File: src/design/lmp_consts.svh
// Operation
// - five-bit count of DMA words left, minus one per 32-bit word loaded
// - port-B pins 7..0 enable bits make those pins row commons
// - port-B pins 15..8 enable bits make those pins row commons
// - port-B pins 23..16 enable bits make those pins row commons
// - bit 5 makes port-C pins 20..16 row commons
// - bit 4 enables port-C pins 15..8, bit 3 pins 7..0
// - bits 2,1,0 enable port-A pins 23..16, 15..8, 7..0
// - port-A and port-C rows get selection and fading, never inversion
// - column enables 7..1 switch their column onto three RGB pins
// - column 0 enable is read-only and always reads one
// - column enables 15..8 switch their RGB pins on or off
// - upper 27 bits of the DMA counter word (31..5) read as zero
// - six-bit row select chooses the one active row common
// - global PWM enable gates columns, auto-cleared on interrupt entry
`ifndef LMP_CONSTS_SVH
`define LMP_CONSTS_SVH
// register indices, byte address is four times the index
`define LMP_IDX_ROW_SEL     4'h0
`define LMP_IDX_KEY_CTRL    4'h1
`define LMP_IDX_PWM_OE      4'h2
`define LMP_IDX_DMA_LEFT    4'h3
`define LMP_IDX_COM_E       4'h4
`define LMP_IDX_COM_E_PBM   4'h5
`define LMP_IDX_COM_E_PBH   4'h6
`define LMP_IDX_COM_E_PAPC  4'h7
`define LMP_IDX_PWM_PIN     4'h8
`define LMP_IDX_FUNC_CTRL   4'hC
// field positions
`define LMP_BIT_PB_INV      3
`define LMP_BIT_PWM_OE      0
`define LMP_BIT_AUTO_CLR    2
// reset values
`define LMP_RST_BYTE        8'h00
`define LMP_RST_PIN_L       8'h01
`define LMP_RST_DMA         5'h00
`define LMP_RST_PAPC        6'h00
`define LMP_RST_COL         15'h0000
`define LMP_RST_SEL         6'h00
`endif

File: src/design/lmp_pkg.sv
package lmp_pkg;
    typedef struct packed {
        logic [20:0] pc;
        logic [23:0] pa;
        logic [23:0] pb;
    } lmp_row_s;
endpackage : lmp_pkg

File: src/design/lmp_top.sv
// The APB slave port was left to the implementer.
`include "lmp_consts.svh"

module lmp_top #(
    parameter int COLS = 16
) (
    input  wire logic             pclk,
    input  wire logic             presetn,
    input  wire logic             psel,
    input  wire logic             penable,
    input  wire logic             pwrite,
    input  wire logic [11:0]      paddr,
    input  wire logic [31:0]      pwdata,
    input  wire logic [3:0]       pstrb,
    output logic      [31:0]      prdata,
    output logic                  pready,
    output logic                  pslverr,
    input  wire logic             dma_word_loaded,
    input  wire logic             irq_entry,
    output lmp_pkg::lmp_row_s     row_drive,
    output logic      [5:0]       row_select,
    output logic      [COLS-1:0]  column_enable,
    output logic      [3*COLS-1:0] column_rgb_enable
);

    if (COLS != 16) begin : g_bad_cols
        $error("lmp_top serves sixteen columns only");
    end

    // ------------------------------------------------------------
    // register state
    // ------------------------------------------------------------
    logic [4:0]  dma_word_counter;
    logic [7:0]  portb_low_row_enable;
    logic [7:0]  portb_mid_row_enable;
    logic [7:0]  portb_high_row_enable;
    logic [5:0]  papc_row_enable;
    logic [15:1] column_pwm_enable;
    logic [5:0]  row_sel;
    logic        pb_invert;
    logic        pwm_oe;
    logic        pwm_enable_auto_clear;

    logic [4:0]  next_dma_word_counter;
    logic [7:0]  next_pbl;
    logic [7:0]  next_pbm;
    logic [7:0]  next_pbh;
    logic [5:0]  next_papc;
    logic [15:1] next_col;
    logic [5:0]  next_row_sel;
    logic        next_pb_invert;
    logic        next_pwm_oe;
    logic        next_auto_clr;

    logic        wr_fire;
    logic [3:0]  idx;
    logic        mapped;
    logic [31:0] rd_word;
    logic [15:0] pin_word;
    logic        next_pready;
    logic [31:0] next_prdata;
    logic        next_pslverr;

    // ------------------------------------------------------------
    // apb decode, one wait state per access
    // ------------------------------------------------------------
    assign idx     = paddr[5:2];
    assign wr_fire = psel & penable & pready & pwrite;
    assign mapped  = (paddr[11:6] == 6'h00) &&
                     ((idx <= `LMP_IDX_PWM_PIN) || (idx == `LMP_IDX_FUNC_CTRL));
    assign pin_word = {column_pwm_enable, 1'b1};

    always_comb begin
        rd_word = 32'h0000_0000;
        unique case (idx)
            `LMP_IDX_ROW_SEL:    rd_word[5:0] = row_sel;
            `LMP_IDX_KEY_CTRL:   rd_word[`LMP_BIT_PB_INV] = pb_invert;
            `LMP_IDX_PWM_OE:     rd_word[`LMP_BIT_PWM_OE] = pwm_oe;
            `LMP_IDX_DMA_LEFT:   rd_word[4:0] = dma_word_counter;
            `LMP_IDX_COM_E:      rd_word = {2'b00, papc_row_enable, portb_high_row_enable,
                                            portb_mid_row_enable, portb_low_row_enable};
            `LMP_IDX_COM_E_PBM:  rd_word[7:0] = portb_mid_row_enable;
            `LMP_IDX_COM_E_PBH:  rd_word[7:0] = portb_high_row_enable;
            `LMP_IDX_COM_E_PAPC: rd_word[5:0] = papc_row_enable;
            `LMP_IDX_PWM_PIN:    rd_word[15:0] = pin_word;
            `LMP_IDX_FUNC_CTRL:  rd_word[`LMP_BIT_AUTO_CLR] = pwm_enable_auto_clear;
            default:             rd_word = 32'h0000_0000;
        endcase
    end

    // answer one cycle late: keeps the read mux off the pready path
    always_comb begin
        next_pready  = psel & penable & ~pready;
        next_pslverr = next_pready & ~mapped;
        next_prdata  = (next_pready & ~pwrite & mapped) ? rd_word : 32'h0000_0000;
    end

    always_ff @(posedge pclk or negedge presetn) begin
        if (!presetn) begin
            pready  <= 1'b0;
            prdata  <= 32'h0000_0000;
            pslverr <= 1'b0;
        end else begin
            pready  <= next_pready;
            prdata  <= next_prdata;
            pslverr <= next_pslverr;
        end
    end

    // ------------------------------------------------------------
    // register next values
    // ------------------------------------------------------------
    always_comb begin
        next_dma_word_counter = dma_word_counter;
        next_pbl       = portb_low_row_enable;
        next_pbm       = portb_mid_row_enable;
        next_pbh       = portb_high_row_enable;
        next_papc      = papc_row_enable;
        next_col       = column_pwm_enable;
        next_row_sel   = row_sel;
        next_pb_invert = pb_invert;
        next_pwm_oe    = pwm_oe;
        next_auto_clr  = pwm_enable_auto_clear;
        // software write wins over the count, the count stops at zero
        if (wr_fire && idx == `LMP_IDX_DMA_LEFT && pstrb[0]) begin
            next_dma_word_counter = pwdata[4:0];
        end else if (dma_word_loaded && dma_word_counter != 5'h00) begin
            next_dma_word_counter = dma_word_counter - 5'h01;
        end
        if (wr_fire && idx == `LMP_IDX_COM_E) begin
            if (pstrb[0]) next_pbl = pwdata[7:0];
            if (pstrb[1]) next_pbm = pwdata[15:8];
            if (pstrb[2]) next_pbh = pwdata[23:16];
            if (pstrb[3]) next_papc = pwdata[29:24];
        end
        if (wr_fire && idx == `LMP_IDX_COM_E_PBM && pstrb[0]) next_pbm = pwdata[7:0];
        if (wr_fire && idx == `LMP_IDX_COM_E_PBH && pstrb[0]) next_pbh = pwdata[7:0];
        if (wr_fire && idx == `LMP_IDX_COM_E_PAPC && pstrb[0]) next_papc = pwdata[5:0];
        if (wr_fire && idx == `LMP_IDX_PWM_PIN) begin
            if (pstrb[0]) next_col[7:1] = pwdata[7:1];
            if (pstrb[1]) next_col[15:8] = pwdata[15:8];
        end
        if (wr_fire && idx == `LMP_IDX_ROW_SEL && pstrb[0]) next_row_sel = pwdata[5:0];
        if (wr_fire && idx == `LMP_IDX_KEY_CTRL && pstrb[0]) begin
            next_pb_invert = pwdata[`LMP_BIT_PB_INV];
        end
        if (wr_fire && idx == `LMP_IDX_FUNC_CTRL && pstrb[0]) begin
            next_auto_clr = pwdata[`LMP_BIT_AUTO_CLR];
        end
        // a software write in the same cycle beats the auto-clear
        if (wr_fire && idx == `LMP_IDX_PWM_OE && pstrb[0]) begin
            next_pwm_oe = pwdata[`LMP_BIT_PWM_OE];
        end else if (irq_entry && pwm_enable_auto_clear) begin
            next_pwm_oe = 1'b0;
        end
    end

    always_ff @(posedge pclk or negedge presetn) begin
        if (!presetn) begin
            dma_word_counter      <= `LMP_RST_DMA;
            portb_low_row_enable  <= `LMP_RST_BYTE;
            portb_mid_row_enable  <= `LMP_RST_BYTE;
            portb_high_row_enable <= `LMP_RST_BYTE;
            papc_row_enable       <= `LMP_RST_PAPC;
            column_pwm_enable     <= `LMP_RST_COL;
            row_sel               <= `LMP_RST_SEL;
            pb_invert             <= 1'b0;
            pwm_oe                <= 1'b0;
            pwm_enable_auto_clear <= 1'b0;
        end else begin
            dma_word_counter      <= next_dma_word_counter;
            portb_low_row_enable  <= next_pbl;
            portb_mid_row_enable  <= next_pbm;
            portb_high_row_enable <= next_pbh;
            papc_row_enable       <= next_papc;
            column_pwm_enable     <= next_col;
            row_sel               <= next_row_sel;
            pb_invert             <= next_pb_invert;
            pwm_oe                <= next_pwm_oe;
            pwm_enable_auto_clear <= next_auto_clr;
        end
    end

    // ------------------------------------------------------------
    // row select decode and pin outputs
    // ------------------------------------------------------------
    function automatic lmp_pkg::lmp_row_s row_decode(input logic [5:0] code);
        lmp_pkg::lmp_row_s r;
        r = '0;
        if (code <= 6'h01) begin
            r.pc[18 + code[0]] = 1'b1;
        end else if (code >= 6'h02 && code <= 6'h05) begin
            // codes 2..5 land on pa16..19
            r.pa[5'(code - 6'h02) + 5'd16] = 1'b1;
        end else if (code >= 6'h08 && code <= 6'h0F) begin
            r.pb[16 + code[2:0]] = 1'b1;
        end else if (code >= 6'h10 && code <= 6'h1F) begin
            r.pb[code[3:0]] = 1'b1;
        end
        return r;
    endfunction : row_decode

    lmp_pkg::lmp_row_s row_en;
    lmp_pkg::lmp_row_s row_hit;
    lmp_pkg::lmp_row_s next_row_drive;

    always_comb begin
        row_en.pb = {portb_high_row_enable, portb_mid_row_enable, portb_low_row_enable};
        row_en.pc = {{5{papc_row_enable[5]}}, {8{papc_row_enable[4]}},
                     {8{papc_row_enable[3]}}};
        row_en.pa = {{8{papc_row_enable[2]}}, {8{papc_row_enable[1]}},
                     {8{papc_row_enable[0]}}};
        row_hit   = row_decode(row_sel);
        // fading: the row drops with the global enable
        next_row_drive.pb = (row_en.pb & row_hit.pb & {24{pwm_oe}}) ^ (row_en.pb & {24{pb_invert}});
        next_row_drive.pa = row_en.pa & row_hit.pa & {24{pwm_oe}};
        next_row_drive.pc = row_en.pc & row_hit.pc & {21{pwm_oe}};
    end

    logic [COLS-1:0] next_column_enable;
    assign next_column_enable = pin_word & {COLS{pwm_oe}};

    always_ff @(posedge pclk or negedge presetn) begin
        if (!presetn) begin
            row_drive     <= '0;
            row_select    <= 6'h00;
            column_enable <= '0;
        end else begin
            row_drive     <= next_row_drive;
            row_select    <= row_sel;
            column_enable <= next_column_enable;
        end
    end

    // each column drives a red, green and blue pin
    for (genvar c = 0; c < COLS; c++) begin : g_rgb
        always_ff @(posedge pclk or negedge presetn) begin
            if (!presetn) begin
                column_rgb_enable[3*c +: 3] <= 3'b000;
            end else begin
                column_rgb_enable[3*c +: 3] <= {3{next_column_enable[c]}};
            end
        end
    end
endmodule : lmp_top

File: config.mk
export PLATFORM = sky130hd
export DESIGN_NAME = lmp_top
export DESIGN_NICKNAME = d
export VERILOG_FILES = /design/src/design/lmp_pkg.sv /design/src/design/lmp_top.sv
export VERILOG_INCLUDE_DIRS = /design/src /design/src/design
export SDC_FILE = /design/constraint.sdc
export NUM_CORES = 1
export LEC_CHECK = 0
export ABC_AREA = 0
export BUFFER_PORTS_ARGS = -buffer_cell sky130_fd_sc_hd__buf_2
export CORE_MARGIN = 3
export CORE_UTILIZATION = 52
export CTS_CLUSTER_SIZE = 40
export DETAILED_ROUTE_END_ITERATION = 8
export PLACE_DENSITY = 0.81
export SLEW_MARGIN = 30
export SYNTH_ARGS = -nofsm -noshare
export SYNTH_HDL_FRONTEND = slang
export SYNTH_SLANG_ARGS = --single-unit
File: constraint.sdc
create_clock -name pclk -period 2.6 [get_ports pclk]
set_input_delay 0.13 -clock pclk [delete_from_list [all_inputs] [get_ports pclk]]
set_output_delay 0.13 -clock pclk [all_outputs]
set_load 0.05 [all_outputs]
==> flow_metrics.tcl, run 1 <==
set metrics [dict create \
    status "complete, no violations" \
    vias 5687 \
    mappedNetlistArea_um2 7560 \
    vdd_drop_max_mv 0.444 \
    hold_class "in -> reg" \
    routed_via_density 5.48 \
    cp_slowest_cell "dfrtp_1" \
    globalRoute.totalOverflow 0 \
    drive_gt1_share_pct 36.7 \
    crit_arrival_ps 2270 \
    ios 228 \
    cts.sinks 163 \
    cts_made_buffers 17 \
    finalHoldViolCount 0 \
    die_h_um 127 \
    slew_headroom_pct 57.4 \
    synth_seq_cells 163 \
    maxCapViolCount 0 \
    antenna_left 0 \
    hpwl_um 13500 \
    core_region_area_um2 14000 \
    start_util_pct 53.9 \
    yosysWarnings 0 \
    fillerInstances 1070 \
    grt_max_degree 69 \
    period_needed_ps 1940 \
    ys_seq_area_share_pct 53.9 \
    synth.area.top_cells "dfrtp_1 54%, buf_4 7.0%, mux2_2 6.3%" \
    port_buffers 202 \
    clockBufferDepth 2 \
    critPathKind "reg -> reg" \
    clk_latency_ps 430 \
    cts_tree "done" \
    synth_edf_count 0 \
    tightest_slew_ps 638 \
    fin_tns_setup_ps 0 \
    die_w_um 127 \
    synth_top_flop_cell "dfrtp_1" \
    wl_um 18900 \
    drt_pass1_iterations 5 \
    slew_violations 0 \
    critical-path-max-stage-delay_ps 650 \
    fmax_mhz 516 \
    finalCritPeriodShare_pct 74.5 \
    cp-end-kind "register" \
    avgSynthCellArea_um2 11.4 \
    path_buf_inv 1 \
    post_drt_wl_per_cell_um 18.2 \
    clk_pin_slew_ps 60 \
    final_net_count 906 \
    drt-initial-drc-count 498 \
    path_max_fanout 14 \
    antenna_found_initial 1 \
    final-setup-viol-count 0 \
    die-area_um2 16000 \
    cts_root_buf "clkbuf_16" \
    cp_data_required_time_ps 2930 \
    yosysUniqueCellTypes 61 \
    power_leakage_nw 4.98 \
    synth.top_cell.area_share_pct 53.9 \
    path_cells "inv_1 -> ha_1 -> nor2_1 -> a32o_1 -> nand3_1 -> nor3_1" \
    rows 43 \
    grt_pass1_vias 5490 \
    area_growth_pct 20.7 \
    total_power_mw 5.85 \
    fin_skew_ps 8.71 \
    drc 0 \
    ys_async_sr_fraction_pct 100 \
    htree_levels 4 \
    startpoint_type "register" \
    synth_cells 662 \
    finalInstanceArea_um2 9130 \
    grt_pass1_wl_um 29500 \
    grtUsageTotal_pct 23.8 \
    gp_congestion 0.994 \
    rsz0062_at_grt "no" \
    power_density_nw_per_um2 640 \
    n_antenna_cell 0 \
    post_dp_cell_area_um2 8380 \
    crit_family "flip-flops" \
    synth_area_leader_cell "dfrtp_1" \
]
[cell type report]
type	instances	area (um^2)	share of cell area, %
clock buffer	21	460	5.04
clock inverter	11	151	1.66
inverter	8	30.0	0.329
multi-input combinational	425	2910	31.9
sequential	163	4080	44.7
tap	180	225	2.47
timing repair buffer	230	1270	14.0
[metrics by stage]
| step | setup slack [ps] | util, % | hold WS [ps] | cells |
|---|---|---|---|---|
| CTS | 707 | 65.0 | 1.05 | 1038 |
| floorplan | 482 | - | -166 | 698 |
| global route | 543 | 65.0 | 4.80 | 1038 |
| finish | 663 | 65.0 | 7.67 | 1038 |
| detailed placement | 555 | 59.7 | 111 | 992 |
| global placement | 614 | 59.7 | 110 | 992 |
[power by group]
| part | internal, mW | leakage, nW | switching (mW) | total (mW) |
|---|---|---|---|---|
| sequential | 2.62 | 2.21 | 0.0995 | 2.72 |
| combinational | 0.195 | 2.48 | 0.386 | 0.581 |
| clock | 1.56 | 0.286 | 0.984 | 2.55 |
| total | 4.38 | 4.98 | 1.47 | 5.85 |
[flip-flops by register name, indices dropped and copies added (netlist names)]
signal                 flops
pwm_enable_auto_clear      1
pwm_oe                     1
papc_row_enable            6
portb_high_row_enable      8
portb_low_row_enable       8
portb_mid_row_enable       8
row_select                 6
pready                     1
pb_invert                  1
pslverr                    1
prdata                    30
dma_word_counter           5
row_drive                 50
column_pwm_enable         15
row_sel                    6
column_enable             16
[cell usage in the layout (no fill, tap or decap), types with 7 or more instances in the layout]
cell             n
a21oi_1         19
a22oi_1         13
and2_1          41
and3_1          10
and3_2           7
buf_2          201
buf_4           13
clkbuf_16       17
conb_1          37
dfrtp_1        163
dlygate4sd3_1   14
inv_1            8
mux2_2          42
mux2i_1         25
nand2_1         26
nand3_1         20
nor2_1          42
nor3_1          21
o21ai_0         15
xnor2_1         10
xor2_1          16
[worst paths after layout]
path,startpoint,endpoint,slack (ps),cells past startpoint
setup / recovery,row_sel[2],row_drive[46],660,6
hold / removal,pwdata[17],portb_high_row_enable[1],8,3
setup reg to reg,row_sel[2],row_drive[46],660,6
hold reg to reg,pready,pready,500,1
max in group asynchronous,presetn,prdata[17],1520,3
min in group asynchronous,presetn,prdata[27],210,2
[synthesized netlist by cell type (5+ instances only)]
library cell and instances:
buf_4 71, nand4_1 6, a21oi_1 19, nor2b_1 6, mux2i_1 25, a22oi_1 13
mux2_2 42, buf_2 11, a22o_1 5, inv_1 8, and3_1 10, dfrtp_1 163
nand2_1 26, ha_1 6, clkbuf_1 17, nand2b_1 5, and3_2 7, nand3_1 20
xnor2_1 10, and2_1 41, xor2_1 16, o21ai_0 15, nor3_1 21, nor2_1 42
[cells by family after synthesis]
logic type	after synthesis	share of synthesized area [%]
other	1	0.0496
AOI/OAI and AO/OA	74	6.63
buffers and inverters	110	9.36
muxes	68	9.86
DFF	163	53.9
adders and majority gates	6	0.993
and+or+nand+nor	214	16.2
xor gates and xnor gates	26	3.01
[worst min-delay path, stage by stage]
cell and delay, ps:
buf_2 80, mux2i_1 50, o21ai_0 130
[layer usage]
layer  part of all wire [%]  vias up  track usage (%)
li1                       -     2558                -
met1                     39     2758             31.2
met2                     48      310             37.2
met3                    9.7       59             6.65
met4                    3.3        2             10.2
met5                  0.069        -                0
[what timing repair did]
action | in CTS | in global routing
setup buffers | 0 | 0
gates resized for setup | 0 | 0
hold buffers | 14 | 0
hold endpoints to repair | 63 | 0
No activity file was read; power rests on OpenSTA's default activity.
==> run 2: changes to the inputs <==
- clock period: 2.6 -> 2 ns (I/O delays scaled with it)
==> flow_metrics.tcl, run 2 (same netlist as run 1, synthesis figures left out) <==
set metrics [dict create \
    slew_headroom_pct 61.4 \
    finalCritPeriodShare_pct 96.7 \
    post_cts_buffers 0 \
    layout_common_cells "201 x buf_2, 162 x dfrtp_1, 42 x nor2_1, 42 x mux2_2, 41 x and2_1" \
    cts.sinks 163 \
    final_cell_count_no_fill 1056 \
    ios 228 \
    post_dp_cell_area_um2 8520 \
    cp_data_required_time_ps 2290 \
    violations "hold timing" \
    clk_pin_slew_ps 60 \
    grtUsageTotal_pct 24.1 \
    largest_reg_flops 50 \
    slew_violations 0 \
    drc 0 \
    area_growth_pct 23.2 \
    port_buffers 202 \
    startpoint_type "register" \
    final_net_count 927 \
    wl_um 19200 \
    start_util_pct 53.9 \
    cts_tree "done" \
    antenna_found_initial 0 \
    fin_ws_ps 65.7 \
    worstHoldStart "pwdata[20]" \
    die_h_um 127 \
    hold_class "in -> reg" \
    drive_gt1_share_pct 37.8 \
    antenna_left 0 \
    largest_register "row_drive" \
    power_density_nw_per_um2 822 \
    hpwl_um 13800 \
    top_regs "row_drive: 50 flops, prdata: 30 flops, column_enable: 16 flops" \
    final_common_cell "buf_2" \
    final-setup-viol-count 0 \
    power_leakage_nw 5.10 \
    vias 5673 \
    critPathKind "reg -> reg" \
    path_max_fanout 4 \
    finalHoldViolCount 1 \
    pre_cts_slack_ps 100 \
    cts_made_buffers 17 \
    fin_skew_ps 8.06 \
    die_w_um 127 \
    grt_max_degree 45 \
    finalInstanceArea_um2 9320 \
    rows 43 \
    cp-end-kind "register" \
    fmax_mhz 517 \
    maxCapViolCount 0 \
    dp_cells 1009 \
    grt_pass1_vias 5452 \
    status "complete, but fails checks" \
    htree_levels 4 \
    post_drt_wl_per_cell_um 18.2 \
    crit_arrival_ps 2220 \
    core_region_area_um2 14000 \
    tightest_slew_ps 578 \
    fin_tns_setup_ps 0 \
    clk_latency_ps 420 \
    startpoint "dma_word_counter[0]" \
    routed_via_density 5.37 \
    n_antenna_cell 0 \
    hold_ws_ps -3.33 \
    cts_root_buf "clkbuf_16" \
    vdd_drop_max_mv 0.643 \
    drt-initial-drc-count 484 \
    period_needed_ps 1930 \
    clockBufferDepth 2 \
    die-area_um2 16000 \
    drt_pass1_iterations 5 \
    gp_congestion 0.944 \
    grt_pass1_wl_um 30000 \
    globalRoute.totalOverflow 0 \
    r2r-start "dma_word_counter[0]" \
]
[run 2: cell count changes in the layout (fill, tap and decap cells not counted), sizes merged]
cell / before / now
clkbuf: 21 / 25
inv: 9 / 8
clkinvlp: 4 / 0
buf: 216 / 233
clkinv: 3 / 1
dlygate4sd3: 14 / 18
[run 2: layout make-up]
class                      instances  area, um^2
multi-input combinational        425        2910
fill                            1071        4730
sequential                       163        4080
clock inverter                     4        95.1
timing repair buffer             251        1460
inverter                           8        30.0
tap                              180         225
clock buffer                      25         515
[run 2: per-stage QoR]
step | utilization (%) | power [mW]
after floorplan | - | 4.05
after global placement | 60.7 | 4.30
after detailed placement | 60.7 | 4.33
after CTS | 66.3 | 7.69
after global routing | 66.3 | 7.93
final | 66.3 | 7.66
[run 2: metal layers]
layer	wire, um	global-route usage [%]	up-vias
met3	1450	5.18	46
met4	648	9.78	0
li1	-	-	2582
met5	0	0	-
met1	7870	32.5	2768
met2	9220	38.3	277
[run 2: path summary, 6_finish.rpt]
path | depth (start not counted) | slack (ps) | endpoint
setup / recovery | 6 | 70 | dma_word_counter[2]
hold / removal | 3 | -3 | portb_high_row_enable[4]
setup reg to reg | 6 | 70 | dma_word_counter[2]
hold reg to reg | 1 | 490 | pready
max in group asynchronous | 3 | 1200 | row_drive[34]
min in group asynchronous | 2 | 150 | row_drive[17]
[run 2: where the power goes]
group	switching, mW	internal [mW]
clock	1.20	2.14
sequential	0.122	3.40
combinational	0.517	0.276
total	1.84	5.82
[run 2: repair_timing]
action | 4_1_cts | 5_1_grt
resized for setup | 0 | 1
hold buffers | 18 | 0
hold endpoints to repair | 133 | 0
endpoints found under the setup margin | 0 | 1
[run 2: critical path, cell delays in order (launching register included)]
cell and delay [ps]:
dfrtp_1 410, inv_1 110, ha_2 210, or4b_2 630
a31o_2 270, nand3_1 70, o21ai_0 100
